--- src/hdl/csc_map.vh ---
// Purpose: constants of the camera serial command handler
// Assumes: included by the handler, its checker, the host model and the bench
// Notes: definitions only
`ifndef CSC_MAP_VH
`define CSC_MAP_VH

// ****************************************
// Frame control characters
// ****************************************
`define CSC_STX 8'h02
`define CSC_ETX 8'h03
`define CSC_ACK 8'h06
`define CSC_NAK 8'h15

// ****************************************
// Avalon register byte offsets
// ****************************************
`define CSC_REG_CONFIG 4'h0
`define CSC_REG_GAIN 4'h4
`define CSC_REG_STATUS 4'h8

// ****************************************
// Fields and reset values
// ****************************************
`define CSC_CFG_BUZZ_BIT 0
`define CSC_CFG_RESET 16'h0001
`define CSC_GAIN_RESET 8'h00
`define CSC_RIGHT_FIELD 8'h00
`define CSC_ID_MAX 5'h0f
`define CSC_HEAD_LEN 5'h07
`define CSC_LEN_MAX 5'h1f
`define CSC_ID_START 5'h03
`define CSC_HEX_DIGITS 4'h4

// ****************************************
// Timing (ms at a clock given in kHz)
// ****************************************
`define CSC_CLK_KHZ 125000
`define CSC_TRIG_MS 100
`define CSC_BUZZ_MS 50

// ****************************************
// Decoded commands
// ****************************************
`define CSC_CMD_BAD 4'h0
`define CSC_CMD_TEMP 4'h1
`define CSC_CMD_TRIG 4'h2
`define CSC_CMD_FRST 4'h3
`define CSC_CMD_ID_WR 4'h4
`define CSC_CMD_ID_SAVE 4'h5
`define CSC_CMD_ID_RD 4'h6
`define CSC_CMD_GAIN_RD 4'h7
`define CSC_CMD_GAIN_WR 4'h8
`define CSC_CMD_OFS_RD 4'h9
`define CSC_CMD_CFG_WR 4'ha

`endif

--- src/hdl/csc_command_handler.v ---
// Purpose: framed ASCII command interpreter of a monochrome camera
// Assumes: byte stream in and out with valid/ready, Avalon-MM register slave
// Notes: long pulse counts are parameters so a bench can shorten them
// Behaviour
// [RL1] Temperature read answers STX ACK name data ETX, or STX NAK ETX.
// [RL2] Temperature sent as 16-bit hex, low 10 bits signed, sign-extended.
// [RL3] Trigger command makes 100 ms low pulse, only in async mode, menu hidden.
// [RL4] Host spaces trigger commands at least about 300 ms apart.
// [RL5] Command trigger sounds buzzer 50 ms unless buzzer flag is off.
// [RL6] Trigger command always gets ACK, even when no trigger is made; the code sends NAK in locked mode groups.
// [RL7] Host uses trigger command only where slow response is acceptable.
// [RL8] Full reset restores power-on state but keeps the nonvolatile ID.
// [RL9] In locked mode groups only full reset is accepted, others get NAK.
// [RL10] ID write with more than 15 characters is refused with NAK.
// [RL11] ID write with empty string deletes the ID.
// [RL12] Host keeps ID characters within letters and listed symbols.
// [RL13] Odd ID characters are stored as sent and still get ACK.
// [RL14] ID write is volatile; ID save copies it to nonvolatile store.
// [RL15] Saved ID is separate from pages and empty after manufacture.
// [RL16] ID read answers ACK, name and 0 to 15 stored characters.
// [RL17] Substrate voltage commands are unsupported and refused.
// [RL18] Gain read answers name, gain and a meaningless right field.
// [RL19] Host sends gain as two hex digits 00 to FF plus right field.
// [RL20] Host sends 00 in the right field, which is ignored.
// [RL21] Offset read answers name, offset and an unused right field.
// [RL22] Config flag write loads the 16-bit flag register from 4 hex digits.
// [RL23] Unknown, unsupported or malformed frames get NAK, no setting changes.
// [RL24] Replies use uppercase hex; commands accept either case.
`timescale 1ns/10ps
`default_nettype none
`include "csc_map.vh"

module csc_command_handler #(
	parameter TRIG_CYCLES = `CSC_TRIG_MS * `CSC_CLK_KHZ,
	parameter BUZZ_CYCLES = `CSC_BUZZ_MS * `CSC_CLK_KHZ,
	parameter CNT_W = 24
) (
	input wire clk,
	input wire rstn,
	input wire [3:0] avsAddress,
	input wire avsRead,
	input wire avsWrite,
	input wire [31:0] avsWriteData,
	output reg [31:0] avsReadData,
	output wire avsWaitRequest,
	input wire [7:0] rxData,
	input wire rxValid,
	output wire rxReady,
	output reg [7:0] txData,
	output reg txValid,
	input wire txReady,
	input wire [9:0] temperature,
	input wire [7:0] offsetLevel,
	input wire asyncShutterMode,
	input wire menuShown,
	input wire lockedModeGroup,
	output wire triggerN,
	output wire buzzerOn,
	output reg fullResetPulse,
	output reg idSavePulse,
	output wire [7:0] manualGain,
	output wire [15:0] configFlags
);

	// ****************************************
	// States and declarations
	// ****************************************
	localparam ST_IDLE = 2'b00;
	localparam ST_COPY = 2'b01;
	localparam ST_REPLY = 2'b10;

	reg [1:0] state_ff;
	reg inFrame_ff;
	reg [4:0] len_ff;
	reg ovf_ff;
	reg [55:0] head_ff;
	reg [119:0] id_ff;
	reg [3:0] idLen_ff;
	reg [119:0] nvId_ff;
	reg [3:0] nvIdLen_ff;
	reg [15:0] cfg_ff;
	reg [7:0] gain_ff;
	reg [CNT_W-1:0] trigCnt_ff;
	reg [CNT_W-1:0] buzzCnt_ff;
	reg [3:0] copyCnt_ff;
	reg [3:0] copyLen_ff;
	reg copyVld_ff;
	reg [3:0] copyIdx_ff;
	reg rpAck_ff;
	reg [2:0] rpName_ff;
	reg [3:0] rpPay_ff;
	reg rpId_ff;
	reg [15:0] rpData_ff;
	reg [4:0] txIdx_ff;
	reg lastNak_ff;
	reg avsAck_ff;
	reg [3:0] cmd;
	reg [7:0] selByte;
	wire [7:0] memRd;
	wire [7:0] b0 = head_ff[7:0];
	wire [7:0] b1 = head_ff[15:8];
	wire [7:0] b2 = head_ff[23:16];
	wire [7:0] b3 = head_ff[31:24];
	wire [7:0] b4 = head_ff[39:32];
	wire [7:0] b5 = head_ff[47:40];
	wire [7:0] b6 = head_ff[55:48];
	wire [4:0] n3 = hexNib(b3);
	wire [4:0] n4 = hexNib(b4);
	wire [4:0] n5 = hexNib(b5);
	wire [4:0] n6 = hexNib(b6);
	wire hexOk2 = n3[4] & n4[4];
	wire hexOk4 = hexOk2 & n5[4] & n6[4];
	wire [4:0] idChars = len_ff - `CSC_ID_START;
	wire rxTake = rxValid & rxReady;
	wire frameEnd = rxTake & inFrame_ff & (rxData == `CSC_ETX);
	wire dataByte = rxTake & inFrame_ff & (rxData != `CSC_ETX) & (rxData != `CSC_STX);
	wire [4:0] lastIdx = rpAck_ff ? 5'd2 + {2'b00, rpName_ff} + {1'b0, rpPay_ff} : 5'd2;
	wire avsReq = avsRead | avsWrite;
	wire trigAllowed = asyncShutterMode & ~menuShown & (trigCnt_ff == {CNT_W{1'b0}});

	// ****************************************
	// Functions
	// ****************************************
	// Hex digit in either case to {valid, nibble}
	function [4:0] hexNib;
		input [7:0] c;
		begin
			if (c >= 8'h30 && c <= 8'h39) begin
				hexNib = {1'b1, c[3:0]};
			end else if ((c >= 8'h41 && c <= 8'h46) || (c >= 8'h61 && c <= 8'h66)) begin
				hexNib = {1'b1, c[3:0] + 4'h9};
			end else begin
				hexNib = 5'h00;
			end
		end
	endfunction

	// Nibble to uppercase ASCII
	function [7:0] hexChar;
		input [3:0] v;
		begin
			if (v < 4'ha) begin
				hexChar = 8'h30 + {4'h0, v};
			end else begin
				hexChar = 8'h37 + {4'h0, v};
			end
		end
	endfunction

	// ****************************************
	// Line buffer
	// ****************************************
	csc_line_mem #(
		.W(8),
		.DEPTH(32),
		.AW(5)
	) uLineMem (
		.clk(clk),
		.rstn(rstn),
		.wrEn(dataByte & ~ovf_ff),
		.wrAddr(len_ff),
		.wrData(rxData),
		.rdAddr({1'b0, copyCnt_ff} + `CSC_ID_START),
		.rdData(memRd)
	);

	// ****************************************
	// Command decode
	// ****************************************
	// Name and length both must match, except ID write which needs at least 3 bytes; a wrong length is malformed
	always @* begin
		cmd = `CSC_CMD_BAD; // RL23
		if (ovf_ff) begin
			cmd = `CSC_CMD_BAD;
		end else if (len_ff == 5'd4 && {b0, b1, b2, b3} == 32'h52544d50) begin
			cmd = `CSC_CMD_TEMP;
		end else if (len_ff == 5'd1 && b0 == 8'h58) begin
			cmd = `CSC_CMD_TRIG;
		end else if (len_ff == 5'd6 && {b0, b1, b2, b3, b4, b5} == 48'h415245534554) begin
			cmd = `CSC_CMD_FRST;
		end else if (len_ff >= 5'd3 && {b0, b1, b2} == 24'h574944) begin
			cmd = `CSC_CMD_ID_WR;
		end else if (len_ff == 5'd3 && {b0, b1, b2} == 24'h534944) begin
			cmd = `CSC_CMD_ID_SAVE;
		end else if (len_ff == 5'd3 && {b0, b1, b2} == 24'h524944) begin
			cmd = `CSC_CMD_ID_RD;
		end else if (len_ff == 5'd3 && {b0, b1, b2} == 24'h524d47) begin
			cmd = `CSC_CMD_GAIN_RD;
		end else if (len_ff == 5'd7 && {b0, b1, b2} == 24'h574d47 && hexOk2) begin
			cmd = `CSC_CMD_GAIN_WR; // RL24
		end else if (len_ff == 5'd3 && {b0, b1, b2} == 24'h524f46) begin
			cmd = `CSC_CMD_OFS_RD;
		end else if (len_ff == 5'd7 && {b0, b1, b2} == 24'h574d43 && hexOk4) begin
			cmd = `CSC_CMD_CFG_WR;
		end
		// Substrate voltage names fall through to a refusal
	end

	// ****************************************
	// Reply byte selection
	// ****************************************
	// Byte for the index that follows the one on the line
	always @* begin : selProc
		reg [4:0] idx;
		reg [4:0] pos;
		reg [4:0] p2;
		idx = txIdx_ff + 5'd1;
		pos = idx - 5'd2;
		p2 = pos - {2'b00, rpName_ff};
		selByte = `CSC_ETX;
		if (idx == 5'd1) begin
			selByte = rpAck_ff ? `CSC_ACK : `CSC_NAK; // RL1
		end else if (!rpAck_ff || idx == lastIdx) begin
			selByte = `CSC_ETX;
		end else if (pos < {2'b00, rpName_ff}) begin
			selByte = head_ff[pos[2:0]*8 +: 8];
		end else if (rpId_ff) begin
			selByte = id_ff[p2[3:0]*8 +: 8]; // RL16
		end else begin
			selByte = hexChar(rpData_ff[(4'd3 - p2[3:0])*4 +: 4]); // RL24
		end
	end

	// ****************************************
	// Main sequencer
	// ****************************************
	// Receive, decode, act, answer; settings change only on an accepted frame or a bus write
	always @(posedge clk or negedge rstn) begin
		if (!rstn) begin
			state_ff <= ST_IDLE;
			inFrame_ff <= 1'b0;
			len_ff <= 5'h00;
			ovf_ff <= 1'b0;
			head_ff <= 56'h0;
			id_ff <= 120'h0;
			idLen_ff <= 4'h0;
			nvId_ff <= 120'h0;
			nvIdLen_ff <= 4'h0; // RL15
			cfg_ff <= `CSC_CFG_RESET;
			gain_ff <= `CSC_GAIN_RESET;
			trigCnt_ff <= {CNT_W{1'b0}};
			buzzCnt_ff <= {CNT_W{1'b0}};
			copyCnt_ff <= 4'h0;
			copyLen_ff <= 4'h0;
			copyVld_ff <= 1'b0;
			copyIdx_ff <= 4'h0;
			rpAck_ff <= 1'b0;
			rpName_ff <= 3'h0;
			rpPay_ff <= 4'h0;
			rpId_ff <= 1'b0;
			rpData_ff <= 16'h0;
			txIdx_ff <= 5'h00;
			txData <= 8'h00;
			txValid <= 1'b0;
			lastNak_ff <= 1'b0;
			fullResetPulse <= 1'b0;
			idSavePulse <= 1'b0;
		end else begin
			fullResetPulse <= 1'b0;
			idSavePulse <= 1'b0;
			// Pulse timers run down on their own
			if (trigCnt_ff != {CNT_W{1'b0}}) begin
				trigCnt_ff <= trigCnt_ff - 1'b1;
			end
			if (buzzCnt_ff != {CNT_W{1'b0}}) begin
				buzzCnt_ff <= buzzCnt_ff - 1'b1;
			end
			// Bus writes; an accepted command in the same cycle wins below
			if (avsWrite && avsAck_ff && avsAddress == `CSC_REG_CONFIG) begin
				cfg_ff <= avsWriteData[15:0];
			end
			if (avsWrite && avsAck_ff && avsAddress == `CSC_REG_GAIN) begin
				gain_ff <= avsWriteData[7:0];
			end
			// Copy lags the read address by the memory register
			copyVld_ff <= 1'b0;
			if (copyVld_ff) begin
				id_ff[copyIdx_ff*8 +: 8] <= memRd; // RL13
			end
			case (state_ff)
				ST_IDLE: begin
					if (rxTake && rxData == `CSC_STX) begin
						inFrame_ff <= 1'b1;
						len_ff <= 5'h00;
						ovf_ff <= 1'b0;
					end else if (dataByte) begin
						if (len_ff < `CSC_HEAD_LEN) begin
							head_ff[len_ff[2:0]*8 +: 8] <= rxData;
						end
						if (len_ff == `CSC_LEN_MAX) begin
							ovf_ff <= 1'b1; // RL10
						end else begin
							len_ff <= len_ff + 5'd1;
						end
					end else if (frameEnd) begin
						inFrame_ff <= 1'b0;
						state_ff <= ST_REPLY;
						txIdx_ff <= 5'h00;
						txData <= `CSC_STX;
						txValid <= 1'b1;
						rpAck_ff <= 1'b1;
						rpName_ff <= 3'h0;
						rpPay_ff <= 4'h0;
						rpId_ff <= 1'b0;
						lastNak_ff <= 1'b0;
						if (lockedModeGroup && cmd != `CSC_CMD_FRST) begin
							rpAck_ff <= 1'b0; // RL9
							lastNak_ff <= 1'b1;
						end else begin
							case (cmd)
								`CSC_CMD_TEMP: begin
									rpName_ff <= 3'd4;
									rpPay_ff <= `CSC_HEX_DIGITS;
									rpData_ff <= {{6{temperature[9]}}, temperature}; // RL2
								end
								`CSC_CMD_TRIG: begin
									// Acknowledged whether or not a pulse is made
									if (trigAllowed) begin // RL6
										trigCnt_ff <= TRIG_CYCLES[CNT_W-1:0]; // RL3
										if (cfg_ff[`CSC_CFG_BUZZ_BIT]) begin
											buzzCnt_ff <= BUZZ_CYCLES[CNT_W-1:0]; // RL5
										end
									end
								end
								`CSC_CMD_FRST: begin
									// Power-on state again; nonvolatile copy survives
									fullResetPulse <= 1'b1; // RL8
									id_ff <= nvId_ff;
									idLen_ff <= nvIdLen_ff;
									cfg_ff <= `CSC_CFG_RESET;
									gain_ff <= `CSC_GAIN_RESET;
									trigCnt_ff <= {CNT_W{1'b0}};
									buzzCnt_ff <= {CNT_W{1'b0}};
								end
								`CSC_CMD_ID_WR: begin
									if (idChars > `CSC_ID_MAX) begin
										rpAck_ff <= 1'b0; // RL10
										lastNak_ff <= 1'b1;
									end else if (idChars == 5'h00) begin
										idLen_ff <= 4'h0; // RL11
									end else begin
										state_ff <= ST_COPY;
										txValid <= 1'b0;
										copyCnt_ff <= 4'h0;
										copyLen_ff <= idChars[3:0];
									end
								end
								`CSC_CMD_ID_SAVE: begin
									nvId_ff <= id_ff; // RL14
									nvIdLen_ff <= idLen_ff;
									idSavePulse <= 1'b1;
								end
								`CSC_CMD_ID_RD: begin
									rpName_ff <= 3'd3;
									rpPay_ff <= idLen_ff; // RL16
									rpId_ff <= 1'b1;
								end
								`CSC_CMD_GAIN_RD: begin
									rpName_ff <= 3'd3;
									rpPay_ff <= `CSC_HEX_DIGITS;
									rpData_ff <= {gain_ff, `CSC_RIGHT_FIELD}; // RL18
								end
								`CSC_CMD_GAIN_WR: begin
									gain_ff <= {n3[3:0], n4[3:0]}; // RL20
								end
								`CSC_CMD_OFS_RD: begin
									rpName_ff <= 3'd3;
									rpPay_ff <= `CSC_HEX_DIGITS;
									rpData_ff <= {offsetLevel, `CSC_RIGHT_FIELD}; // RL21
								end
								`CSC_CMD_CFG_WR: begin
									cfg_ff <= {n3[3:0], n4[3:0], n5[3:0], n6[3:0]}; // RL22
								end
								default: begin
									rpAck_ff <= 1'b0; // RL17
									lastNak_ff <= 1'b1;
								end
							endcase
						end
					end
				end
				ST_COPY: begin
					// Volatile copy only; saving is a separate command
					if (copyCnt_ff < copyLen_ff) begin
						copyCnt_ff <= copyCnt_ff + 4'd1;
						copyVld_ff <= 1'b1;
						copyIdx_ff <= copyCnt_ff;
					end else if (!copyVld_ff) begin
						idLen_ff <= copyLen_ff; // RL14
						state_ff <= ST_REPLY;
						txIdx_ff <= 5'h00;
						txData <= `CSC_STX;
						txValid <= 1'b1;
					end
				end
				ST_REPLY: begin
					if (txReady) begin
						if (txIdx_ff == lastIdx) begin
							txValid <= 1'b0;
							state_ff <= ST_IDLE;
						end else begin
							txIdx_ff <= txIdx_ff + 5'd1;
							txData <= selByte; // RL1
						end
					end
				end
				default: begin
					state_ff <= ST_IDLE;
					txValid <= 1'b0;
				end
			endcase
		end
	end

	// ****************************************
	// Avalon-MM slave
	// ****************************************
	// One wait cycle per access; read data captured while waiting
	assign avsWaitRequest = avsReq & ~avsAck_ff;

	always @(posedge clk or negedge rstn) begin
		if (!rstn) begin
			avsAck_ff <= 1'b0;
			avsReadData <= 32'h0;
		end else begin
			avsAck_ff <= avsReq & ~avsAck_ff;
			if (avsRead && !avsAck_ff) begin
				case (avsAddress)
					`CSC_REG_CONFIG: avsReadData <= {16'h0, cfg_ff};
					`CSC_REG_GAIN: avsReadData <= {24'h0, gain_ff};
					`CSC_REG_STATUS: avsReadData <= {24'h0, state_ff != ST_IDLE,
						trigCnt_ff != {CNT_W{1'b0}}, buzzCnt_ff != {CNT_W{1'b0}},
						lastNak_ff, idLen_ff};
					default: avsReadData <= 32'h0;
				endcase
			end
		end
	end

	// ****************************************
	// Outputs
	// ****************************************
	// Frame reception stalls while a reply or copy is pending
	assign rxReady = (state_ff == ST_IDLE);
	assign triggerN = (trigCnt_ff == {CNT_W{1'b0}}); // RL3
	assign buzzerOn = (buzzCnt_ff != {CNT_W{1'b0}}); // RL5
	assign manualGain = gain_ff;
	assign configFlags = cfg_ff;

endmodule
`default_nettype wire

--- src/hdl/csc_line_mem.v ---
// Purpose: line buffer holding the body of one received command frame
// Assumes: one write and one read port on the same clock
// Notes: read data come out of a register one cycle after the address
`timescale 1ns/10ps
`default_nettype none

module csc_line_mem #(
	parameter W = 8,
	parameter DEPTH = 32,
	parameter AW = 5
) (
	input wire clk,
	input wire rstn,
	input wire wrEn,
	input wire [AW-1:0] wrAddr,
	input wire [W-1:0] wrData,
	input wire [AW-1:0] rdAddr,
	output reg [W-1:0] rdData
);

	reg [W-1:0] mem [0:DEPTH-1];

	// Storage array, no reset needed
	always @(posedge clk) begin
		if (wrEn) begin
			mem[wrAddr] <= wrData;
		end
	end

	// Registered read port
	always @(posedge clk or negedge rstn) begin
		if (!rstn) begin
			rdData <= {W{1'b0}};
		end else begin
			rdData <= mem[rdAddr];
		end
	end

endmodule
`default_nettype wire

--- config.mk ---
export PLATFORM = sky130hd
export DESIGN_NAME = csc_command_handler
export DESIGN_NICKNAME = d
export VERILOG_FILES = /design/src/hdl/csc_command_handler.v /design/src/hdl/csc_line_mem.v
export VERILOG_INCLUDE_DIRS = /design/src /design/src/hdl
export SDC_FILE = /design/constraint.sdc
export NUM_CORES = 1
export LEC_CHECK = 0
export BUFFER_PORTS_ARGS = -buffer_cell sky130_fd_sc_hd__buf_2
export CAP_MARGIN = 0
export CORE_MARGIN = 2
export CORE_UTILIZATION = 62
export CTS_CLUSTER_DIAMETER = 200
export CTS_CLUSTER_SIZE = 20
export DETAILED_ROUTE_END_ITERATION = 8
export PLACE_DENSITY_LB_ADDON = 0.1
export RECOVER_POWER = 50
export SETUP_SLACK_MARGIN = 0.3
export SLEW_MARGIN = 10
export SYNTH_ARGS = -nofsm -noshare
export SYNTH_HDL_FRONTEND = slang
export SYNTH_SLANG_ARGS = --single-unit
--- constraint.sdc ---
create_clock -name clk -period 5.2 [get_ports clk]
set_input_delay 0.52 -clock clk [delete_from_list [all_inputs] [get_ports clk]]
set_output_delay 0.52 -clock clk [all_outputs]
set_load 0.01 [all_outputs]
==> qor.txt <==
=================================================================================================================
Outcome                                                                                              finished, violations left
Failing checks                                                                                       max-capacitance violations, max-slew violations
Sum of negative setup slack                                                                                  0 ns
Xor and xnor area share after synthesis                                                                    1.990%
Core box area                                                                                         52450 sq um
Peak clock frequency supported by timing                                                                223.1 MHz
Endpoint type of the worst setup path                                                                    register
Gr ovfl total                                                                                                   0
Number of buffers created by CTS                                                                               39
Number of primary I/O pins                                                                                    142
Slew HR                                                                                                   -130.9%
Data arrival time of the worst path                                                                       4.95 ns
Die Wd                                                                                                   234.1 um
Die height                                                                                               234.1 um
Effective utilization at floorplan                                                                         62.58%
Worst setup slack before clock tree synthesis                                                           0.7799 ns
Final period demand of the worst path                                                                    4.483 ns
Post-synth ARST share                                                                                      69.00%
Unrepaired setup endpoints after global routing                                                                no
Number of antenna violations at the first check in global routing                                               3
CTS tree                                                                                                    built
CTS sink count                                                                                                671
Wire per inst                                                                                            23.18 um
Multiplexer share of the synthesized area                                                                  15.27%
Vias                                                                                                       22.79k
Maximum fanout encountered on the critical timing path                                                         17
Synthesized flop and latch total                                                                              671
Max-cap viol count                                                                                              9
Area of the mapped netlist                                                                            32820 sq um
Number of distinct library cells after synthesis                                                               98
Type of element launching the critical path                                                              register
Post-synthesis sequential area ratio                                                                       54.34%
Die area                                                                                              54790 sq um
Final layout net count                                                                                       2991
Area fraction in compound gates after synthesis                                                            10.08%
Mean instance size in the synthesized netlist                                                         11.60 sq um
Endpoint of the worst hold path                                                                      rpData_ff[6]
Clock latency at the later pin of the worst-skew pair                                                     0.61 ns
Number of setup buffers added after CTS                                                                         0
Clock Tree Root                                                                                         clkbuf_16
H-tree depth                                                                                                    2
Global Route Usage Sum                                                                                     30.50%
Required time at the worst-slack endpoint                                                                 5.67 ns
Synthesis warning total                                                                                         0
Category of the most critical setup path                                                             register to register
Worst min-delay path startpoint                                                                      temperature[6]
Worst flop-to-flop path endpoint                                                                        txData[5]
Total leakage power                                                                                      13.98 nW
Ratio of cells with drive above 1 in the final layout                                                      16.10%
Peak ir drop on the vdd network                                                                       0.0003498 V
Wire length of the first global-routing pass                                                            128200 um
Vias in the first global route                                                                             22.04k
Post-cts gate resize count                                                                                      0
Fin crit share                                                                                             86.20%
Residual antenna-violating net count after detailed routing                                                     0
HPWL reported at the end of detailed placement                                                           57320 um
Number of synthesized flops with an enable pin                                                                208
FF-to-FF Start                                                                                        txIdx_ff[1]
Total Wirelength                                                                                         82910 um
Post-Route Skew                                                                                        0.03252 ns
Pin count of the biggest net entering global routing                                                          136
Number of input and output port buffers inserted                                                              109
DRC violations left                                                                                             0
R2R Setup Slk                                                                                             0.72 ns
Final number of hold-violating endpoints                                                                        0
Total of endpoints with negative setup slack in the final report                                                0
Number of standard cells after synthesis                                                                     2830
Most common flop cell mapped by yosys                                                                     dfrtp_1
Main combinational cell family by area after synthesis                                               multiplexers
Site row count                                                                                                 84
Worst-Margin Slew                                                                                        3.463 ns
Clock slew at reported path FFs                                                                           0.09 ns
Clock tree buffer depth                                                                                         3
Final setup margin                                                                                      0.7174 ns
Vias per cell                                                                                               6.371
# fillers                                                                                                    3915
First-pass detailed-route iteration total                                                                       6
Simple-gate portion of the synthesized area                                                                12.90%
Area overhead of the layout relative to synthesis                                                          6.473%
DR iter-0 viols                                                                                              2316
Path depth of the worst reg2reg path                                                                           14
Path category of the worst min-delay check                                                           input port to register
Hold-fix buffer count after cts                                                                                 0
Max-slew violation count                                                                                      416
Arithmetic-cell share of the synthesized area counting full adders, half adders and majority gates         1.914%
Power per unit of standard cell area                                                                 344.9 nW/um^2
Number of cells on the worst hold path                                                                          3
Gp weighted congestion                                                                                     0.9638
=================================================================================================================
==> stage by stage <==
stage          total power [mW]  std cells  util [%]  hold slack (ns)  instance area, sq um
6_report                  12.05       3577     66.63           0.1597                 34940
5_1_grt                   12.54       3577     66.63           0.1616                 34940
4_1_cts                   12.08       3576     66.74          0.09422                 35000
3_5_place_dp              8.955       3518     64.65           0.4656                 33910
3_3_place_gp              8.890       3518     64.65           0.4466                 33910
2_1_floorplan             7.855       2845         -           0.2244                 32880
==> per-layer routing <==
layer,GRT usage (%),vias up,wire length [um]
met5,0,-,0
li1,-,10310,-
met2,48.38,808,39300
met1,45.17,11560,36340
met4,7.259,0,1715
met3,4.086,111,5558
==> cell families after synthesis <==
family,after synthesis
mux,349
simple gates,883
fa+ha+maj,49
flops,671
xor+xnor,73
buf+inv,249
compound gates,555
other cells,1
==> Yosys cell counts (all sizes together) (15+ instances only) <==
master	instances	area, sq um
dfrtp	462	11560
nor2	336	1271
a21oi	286	1443
nand2	230	863.3
edfxtp	208	6246
mux2	185	2218
o21ai	110	558.0
clkbuf	93	349.1
mux4	92	2072
inv	82	307.8
buf	73	485.5
mux2i	72	720.7
nor3	57	290.3
xnor2	54	473.0
ha	47	588.1
nand3	46	235.2
nor4	30	230.2
or3	23	143.9
and2	22	137.6
nand4	22	143.9
a211oi	21	170.2
o22ai	19	118.9
xor2	18	157.7
and3	16	100.1
or4	16	123.9
a31oi	15	93.84
==> state kept, by name (all words and copies together) (netlist names), 2 cells and up <==
| name | flops |
|---|---|
| copyCnt_ff | 4 |
| rpPay_ff | 4 |
| trigCnt_ff | 24 |
| txIdx_ff | 5 |
| nvId_ff | 120 |
| copyIdx_ff | 4 |
| id_ff | 120 |
| manualGain | 8 |
| idLen_ff | 4 |
| rpData_ff | 16 |
| len_ff | 5 |
| uLineMem.rdData | 8 |
| txData | 8 |
| buzzCnt_ff | 24 |
| head_ff | 56 |
| copyLen_ff | 4 |
| configFlags | 16 |
| avsReadData | 16 |
| rpName_ff | 2 |
| nvIdLen_ff | 4 |
| uLineMem.mem | 208 |
==> worst max-delay path by stage <==
stage | from | to | slack [ns]
2_1_floorplan | txIdx_ff[0] | txData[2] | 0.44
3_3_place_gp | txIdx_ff[1] | txData[5] | 0.87
3_5_place_dp | txIdx_ff[1] | txData[5] | 0.78
4_1_cts | txIdx_ff[1] | txData[5] | 0.72
5_1_grt | rstn | rpData_ff[7] | 0.22
6_report | txIdx_ff[1] | txData[5] | 0.72
==> power by group <==
group | switching (mW) | internal, mW | total [mW]
combinational | 1.92 | 1.18 | 3.09
clock | 1.73 | 1.43 | 3.16
sequential | 0.220 | 5.58 | 5.80
total | 3.86 | 8.19 | 12.1
==> cells in the final DEF (no fill, tap or decap), drive strengths merged, types with 6 or more instances in the layout <==
master  count
nand2b     12
nor2b       9
nor3       57
edfxtp    208
a221o       9
and2       22
or2         8
conb       16
nand4      22
o211ai      6
buf       122
clkbuf     84
and3       16
a31oi      15
a22o       11
mux2i      72
nand3      46
mux4       92
nor4       30
or3        23
o21ai     110
xnor2      54
ha         47
or4        16
a211oi     21
nor4bb      6
nor2      336
a21oi     286
inv        84
xor2       18
a222oi      8
nor3b      11
a21o        9
mux2      185
nand2     230
dfrtp     462
nor4b       8
o22ai      19
o31ai      12
nand4b      6
==> final cells by class <==
type                    instances  area [sq um]  area share, %
clock inverters                 3         36.28         0.1038
multi-input cells            1925         13960          39.95
diodes                          1         2.502       0.007161
clock buffers                  55          1057          3.026
well taps                     688         860.8          2.463
flip-flops and latches        671         17840          51.05
repair buffers                151         879.6          2.517
inverters                      83         311.5         0.8916
==> worst max-delay path: stages, from the launching register on <==
cell      delay, ns
dfrtp_1        0.46
inv_1          0.08
ha_1           0.27
buf_4          0.25
inv_1          0.24
ha_1           0.38
inv_1          0.07
ha_1           0.30
o21ai_0        0.13
a21boi_0       0.29
nor2_2         0.67
mux4_2         0.66
mux2_2         0.30
a21oi_1        0.15
o21ai_0        0.09
No activity file was read; power rests on OpenSTA's default activity.
